[src/rtl/start_reset_defs.vh]
`ifndef START_RESET_DEFS_VH
`define START_RESET_DEFS_VH

// controller cycle length in microseconds and the clock rate in kHz
`define CYCLE_TIME_US     8000
`define CORE_CLK_KHZ      50000
// cycles of core_clk_i per controller cycle (8 ms at 50 MHz)
`define CYCLE_CLKS        ((`CYCLE_TIME_US * `CORE_CLK_KHZ) / 1000)
`define CYCLE_CNT_W       19

// start modes
`define MODE_MANUAL       1'h0
`define MODE_MONITORED    1'h1

// number of monitored input elements and monitoring functions
`define NUM_ELEMS         4
`define NUM_FUNCS         11

// function bit positions in the trip vectors
`define FN_END_LIMIT      0
`define FN_LIMITED_POS    1
`define FN_CAM            2
`define FN_STOP_RAMP      3
`define FN_LIMITED_INC    4
`define FN_DIRECTION      5
`define FN_LIMITED_SPEED  6
`define FN_OPERATING_STOP 7
`define FN_ACCEL          8
`define FN_POS_DEVIATION  9
`define FN_ENCODER_COND   10

// functions whose trip latches until acknowledged; the others follow their trip input
`define ACK_REQUIRED_MASK 11'h4FB

`endif

[src/rtl/start_channel.v]
`timescale 1ns/100ps
`include "start_reset_defs.vh"

module start_channel (
   input  wire core_clk_i,
   input  wire rst_i,
   input  wire tick_i,
   input  wire mode_i,
   input  wire safety_circuit_input_i,
   input  wire start_button_input_i,
   output wire released_o
);

   reg safety_state_marker_ff;
   reg start_latch_marker_ff;
   reg button_released_marker_ff;
   reg nxt_start_latch;
   reg nxt_button_released;

   always @* begin
      nxt_start_latch     = start_latch_marker_ff;
      nxt_button_released = button_released_marker_ff;
      if (safety_circuit_input_i && start_button_input_i) begin
         nxt_start_latch = 1'h1;
      end
      if (!safety_circuit_input_i) begin
         nxt_start_latch = 1'h0;
      end
      if (!safety_circuit_input_i && !start_button_input_i) begin
         nxt_button_released = 1'h1;
      end
      if (safety_circuit_input_i && nxt_start_latch && !start_button_input_i) begin
         nxt_button_released = 1'h1;
      end
      if (!safety_circuit_input_i && start_button_input_i) begin
         nxt_button_released = 1'h0;
      end
      if (safety_circuit_input_i && !start_latch_marker_ff && start_button_input_i) begin
         nxt_button_released = 1'h0;
      end
   end

   always @(posedge core_clk_i or posedge rst_i) begin
      if (rst_i) begin
         safety_state_marker_ff    <= 1'h0;
         start_latch_marker_ff     <= 1'h0;
         button_released_marker_ff <= 1'h0;
      end else if (tick_i) begin
         safety_state_marker_ff    <= safety_circuit_input_i;
         start_latch_marker_ff     <= nxt_start_latch;
         button_released_marker_ff <= nxt_button_released;
      end
   end

   // safety loss drops the output at once, without waiting for the next tick
   assign released_o = safety_circuit_input_i && safety_state_marker_ff &&
                       start_latch_marker_ff &&
                       ((mode_i == `MODE_MANUAL) || button_released_marker_ff);

endmodule

[src/rtl/start_reset_monitor.v]
`timescale 1ns/100ps
`include "start_reset_defs.vh"

module start_reset_monitor #(
   // clocks per controller cycle; the default gives 8 ms at 50 MHz
   parameter CYCLE_CLKS_P = `CYCLE_CLKS
) (
   input  wire                    core_clk_i,
   input  wire                    rst_i,
   input  wire                    start_mode_i,
   input  wire [`NUM_ELEMS-1:0]   elem_enable_i,
   input  wire [`NUM_ELEMS-1:0]   safety_circuit_input_i,
   input  wire                    start_button_input_i,
   input  wire                    fault_acknowledge_option_i,
   input  wire                    logic_reset_option_i,
   input  wire                    ack_button_i,
   input  wire                    function_button_i,
   input  wire [`NUM_FUNCS-1:0]   func_trip_i,
   input  wire                    alarm_i,
   input  wire                    unrecoverable_error_i,
   input  wire [3:0]              button_input_sel_i,
   output wire [`NUM_ELEMS-1:0]   released_o,
   output reg                     cross_short_enable_o,
   output reg                     ack_pulse_o,
   output reg                     logic_reset_o,
   output reg  [`NUM_FUNCS-1:0]   func_tripped_o,
   output reg                     alarm_o,
   output reg                     unrecoverable_error_o,
   output reg                     button_sel_valid_o,
   output reg                     cycle_tick_o
);

   localparam [31:0]             CYCLE_LAST_FULL = CYCLE_CLKS_P - 1;
   localparam [`CYCLE_CNT_W-1:0] CYCLE_LAST = CYCLE_LAST_FULL[`CYCLE_CNT_W-1:0];
   localparam [`NUM_FUNCS-1:0]   ACK_MASK   = `ACK_REQUIRED_MASK;

   reg [`CYCLE_CNT_W-1:0] cycle_cnt_ff;
   reg                    ack_sample_ff;
   reg                    ack_edge;
   reg [`NUM_FUNCS-1:0]   nxt_tripped;
   reg                    nxt_alarm;
   wire                   tick;
   wire                   ack_level;

   // controller cycle divider
   assign tick = (cycle_cnt_ff == CYCLE_LAST);

   always @(posedge core_clk_i or posedge rst_i) begin
      if (rst_i) begin
         cycle_cnt_ff <= {`CYCLE_CNT_W{1'b0}};
         cycle_tick_o <= 1'h0;
      end else begin
         cycle_cnt_ff <= tick ? {`CYCLE_CNT_W{1'b0}} : cycle_cnt_ff + 1'b1;
         cycle_tick_o <= tick;
      end
   end

   // per-element start supervision
   genvar g;
   generate
      for (g = 0; g < `NUM_ELEMS; g = g + 1) begin : g_elem
         wire rel;
         start_channel u_chan (
            .core_clk_i             (core_clk_i),
            .rst_i                  (rst_i),
            .tick_i                 (tick),
            .mode_i                 (start_mode_i),
            .safety_circuit_input_i (safety_circuit_input_i[g]),
            .start_button_input_i   (start_button_input_i),
            .released_o             (rel)
         );
         assign released_o[g] = elem_enable_i[g] & rel;
      end
   endgenerate

   // acknowledge source: input or function button
   assign ack_level = ack_button_i | function_button_i;

   always @* begin
      ack_edge    = tick && ack_level && !ack_sample_ff;
      nxt_tripped = (func_tripped_o & ACK_MASK) | func_trip_i;
      nxt_alarm   = alarm_o | alarm_i;
      if (ack_edge && fault_acknowledge_option_i) begin
         // active trips reassert: set wins over clear
         nxt_tripped = func_trip_i;
         nxt_alarm   = alarm_i;
      end
   end

   always @(posedge core_clk_i or posedge rst_i) begin
      if (rst_i) begin
         ack_sample_ff         <= 1'h0;
         ack_pulse_o           <= 1'h0;
         logic_reset_o         <= 1'h0;
         func_tripped_o        <= {`NUM_FUNCS{1'b0}};
         alarm_o               <= 1'h0;
         unrecoverable_error_o <= 1'h0;
         cross_short_enable_o  <= 1'h0;
         button_sel_valid_o    <= 1'h0;
      end else begin
         if (tick) begin
            ack_sample_ff <= ack_level;
         end
         ack_pulse_o    <= ack_edge && fault_acknowledge_option_i;
         logic_reset_o  <= ack_edge && logic_reset_option_i;
         func_tripped_o <= nxt_tripped;
         alarm_o        <= nxt_alarm;
         // only a reset clears this flag
         unrecoverable_error_o <= unrecoverable_error_o | unrecoverable_error_i;
         cross_short_enable_o  <= !fault_acknowledge_option_i;
         button_sel_valid_o    <= (button_input_sel_i >= 4'h1) &&
                                  (button_input_sel_i <= 4'hE);
      end
   end

endmodule
[config.mk]
export PLATFORM = sky130hd
export DESIGN_NAME = start_reset_monitor
export DESIGN_NICKNAME = d
export VERILOG_FILES = /design/src/rtl/start_channel.v /design/src/rtl/start_reset_monitor.v
export VERILOG_INCLUDE_DIRS = /design/src /design/src/rtl
export SDC_FILE = /design/constraint.sdc
export NUM_CORES = 1
export LEC_CHECK = 0
export ABC_AREA = 1
export ABC_CLOCK_PERIOD_IN_PS = 2850
export BUFFER_PORTS_ARGS = -buffer_cell sky130_fd_sc_hd__buf_2
export CORE_MARGIN = 3
export CORE_UTILIZATION = 53
export CTS_BUF_LIST = sky130_fd_sc_hd__clkbuf_8
export DETAILED_ROUTE_END_ITERATION = 16
export PLACE_DENSITY = 0.79
export SLEW_MARGIN = 25
export SYNTH_ARGS = -nofsm -noshare
export SYNTH_HDL_FRONTEND = slang
export SYNTH_SLANG_ARGS = --single-unit
[constraint.sdc]
create_clock -name core_clk_i -period 2.85 [get_ports core_clk_i]
set_input_delay 0 -clock core_clk_i [delete_from_list [all_inputs] [get_ports core_clk_i]]
set_output_delay 0 -clock core_clk_i [all_outputs]
set_load 0.1 [all_outputs]
==> impl_metrics.csv <==
group,metric,value,unit
sta,slew_headroom,0.4452,
yosys,yosysUniqueCellTypes,26,
finish,drive_gt1_frac,0.2099,
grt,grt_overflow,0,
sta,setup_violations,0,
pwr,p_seq_frac,0.542,
floorplan,core,4173,um^2
pwr,combPwrFrac,0.096,
yosys,synth.area.top_cells,"dfrtp_1, nand2_1, inv_1",
yosys,synth_top_area_frac,0.5269,
yosys,yosysTopAreaCell,"dfrtp_1",
critical_path,reg2reg_from,"cycle_cnt_ff[0]",
grt,grt_usage,0.2109,
grt,grtUsageMet1,0.2801,
sta,tns,0,ps
floorplan,die_area,5320,um^2
yosys,synth_compound_area_frac,0.04478,
hold_path,hold_class,"input pin to flop",
yosys,synth_edf_count,0,
yosys,yosys.area_share.simple,0.3003,
grt,met3_usage,0.04683,
floorplan,ios,55,
critical_path,start_kind,"flop",
yosys,synth_warnings,0,
route,vias,2118,
sta,finalMaxSlewViolations,0,
cts,root_buffer,"clkbuf_8",
sta,fin_crit,1837,ps
floorplan,die_x,72.94,um
grt,top_usage_layer,"met2",
yosys,synth_area_per_cell,8.512,um^2
critical_path,path_class,"flop to flop",
yosys,synthFlopType,"dfrtp_1",
critical_path,crit_family,"simple AND/OR/NAND/NOR gates",
finish,syn2layout_area_growth,27.34,%
pwr,clkPwrFrac,0.362,
pwr,p_per_area,440.1,nW/um^2
cts,cts_tree,"built",
sta,finalHoldViolCount,0,
yosys,seq_area_frac_synth,0.5269,
floorplan,std_cell_rows,23,
route,ant_nets,0,
critical_path,cp-end-kind,"flop",
critical_path,cpPeakStageDelay,380,ps
yosys,synthCells,279,
yosys,synthArstFlopShare,1.000,
route,drt_first_iter_violations,217,
cts,clk_latency,300,ps
grt,grt_max_degree,51,
sta,rsz0062_at_grt,"false",
finish,layoutNonFillerInstCount,412,
pwr,ir_drop,0.3617,mV
run_status,status,"complete, no violations",
placement,dp_hpwl,3.647,mm
critical_path,critical_path_buf_inv_count,1,
cts,clock_path_buffers,2,
route,drt-wirelength-per-cell,12.73,um
finish,antenna_cells,0,
yosys,synth.most_common_cell,"nand2_1",
finish,fin_nets,395,
critical_path,path_common_cell,"nor2_4",
route,via_per_inst,5.141,
yosys,synthAdderAreaFrac,0.005269,
critical_path,cp_cell_sequence,"ha_1 -> nand2_1 -> nor2_4 -> nand3_2 -> nor2_4 -> inv_1 -> nor2_1 -> a21oi_1",
route,drtPass1Iterations,5,
sta,hold_ws,93.09,ps
sta,tightestPinTransition,832.3,ps
yosys,synthesis.area,2375,um^2
placement,numPortBuffers,54,
cts,clkSinkCount,50,
yosys,synth_xor_area_frac,0.04057,
floorplan,initial_core_util,0.5691,
pwr,switchingPower,0.0003074,W
sta,fin_crit_sh,0.6447,
placement,place.gp.congestion,0.9552,
pwr,power,0.001331,W
hold_path,hp-start,"ack_button_i",
yosys,synth-seq-cells,50,
critical_path,crit_required,3030,ps
pwr,p_int,0.001024,W
cts,cts_buffers,5,
grt,grt_pass1_wl,8.804,mm
critical_path,crit_path_start,"cycle_cnt_ff[0]",
pwr,swShare,0.2309,
critical_path,crit_fanout,13,
cts,cts_htree_levels,2,
yosys,synth_common_cells,"nand2_1, dfrtp_1, inv_1, nor2_1, nand3_1",
cts,post_cts_resized,0,
critical_path,crit_slowest_cell,"dfrtp_1",
floorplan,die_y,72.94,um
yosys,synth.mux.area_fraction,0,
placement,placed_cells,382,
cts,clk_pin_slew,90,ps
pwr,p_leak,1.555,nW
route,routed_wl,5.246,mm
sta,fmax,544.3,MHz
sta,clock_skew,6.093,ps
yosys,syn_nets,313,
grt,use_met2,0.3357,
yosys,synth_top_family_by_area,"simple AND/OR/NAND/NOR gates",
route,drc,0,
critical_path,critPathArrivalTime,2020,ps
grt,antenna_found_initial,0,
run,maxCapViolCount,0,
finish,utilization,0.7247,
grt,grt_pass1_vias,2019,
timing repair:
action / 4_1_cts / 5_1_grt
hold endpoints to repair: 71 / 0
setup buffers: 0 / 0
setup endpoints to repair: 0 / 0
hold buffers: 22 / 0
worst reg2reg max path: stages (launching register included):
cell     delay (ps)
dfrtp_1         380
ha_1            200
nand2_1         100
nor2_4          180
nand3_2         110
nor2_4          310
inv_1           180
nor2_1          180
a21oi_1          80
worst paths after layout:
kind	to	slack, ps	cells past startpoint
worst min-delay path	ack_sample_ff	90	4
worst max-delay path	g_elem[3].u_chan.start_latch_marker_ff	1010	8
min in group asynchronous	func_tripped_o[8]	380	3
max in group asynchronous	cycle_cnt_ff[11]	1960	3
worst min register to register	cycle_cnt_ff[0]	470	1
worst max register to register	g_elem[3].u_chan.start_latch_marker_ff	1010	8
metal layers:
| layer | part of all wire | up-vias |
|---|---|---|
| li1 | - | 1043 |
| met1 | 0.44 | 964 |
| met2 | 0.46 | 96 |
| met3 | 0.072 | 15 |
| met4 | 0.023 | 0 |
| met5 | 0 | - |
cell type report:
| class | count | area [um^2] |
|---|---|---|
| multi-input cells | 180 | 928.4 |
| inverters | 48 | 181.4 |
| well taps | 50 | 62.56 |
| fillers | 294 | 1149 |
| repair buffers | 76 | 490.5 |
| clock buffers | 5 | 68.82 |
| flip-flops and latches | 50 | 1251 |
| clock inverters | 3 | 41.29 |
cell usage in the layout, fill, tap and decap left out, types with 4 or more instances in the layout:
master         count
nand2_1           60
buf_2             54
dfrtp_1           50
inv_1             47
nor2_1            37
dlygate4sd3_1     22
nand3_1           15
nor3_1            11
xor2_1            10
o21ai_0           10
nand4_1            9
clkbuf_8           5
a21oi_1            4
o211ai_1           4
through the flow:
stage               setup slack, ps  area [um^2]
global placement               1190         2693
global route                  892.0         3024
floorplan                     401.5         2375
CTS                            1030         3023
finish                         1013         3024
detailed placement             1052         2693
flip-flops by register name (all words and copies together) (netlist names):
register and cells:
func_tripped_o 11, cross_short_enable_o 1, ack_pulse_o 1, alarm_o 1, g_elem.u_chan.safety_state_marker_ff 4, ack_sample_ff 1, logic_reset_o 1, g_elem.u_chan.button_released_marker_ff 4
g_elem.u_chan.start_latch_marker_ff 4, cycle_cnt_ff 19, button_sel_valid_o 1, cycle_tick_o 1, unrecoverable_error_o 1
power groups by stage:
stage | Combinational [W] | Sequential, W | Clock [W]
floorplan | 0.0000397 | 0.000762 | 0
global placement | 0.000101 | 0.000736 | 0
detailed placement | 0.000103 | 0.000736 | 0
CTS | 0.000126 | 0.000722 | 0.000494
global route | 0.000139 | 0.000723 | 0.000519
finish | 0.000128 | 0.000722 | 0.000481
cells by family after synthesis:
family	after synthesis
and+or+nand+nor	149
adders and majority gates	1
AOI/OAI and AO/OA	19
DFF	50
buffers and inverters	49
xor gates and xnor gates	11
(Power assumes the default switching activity.)
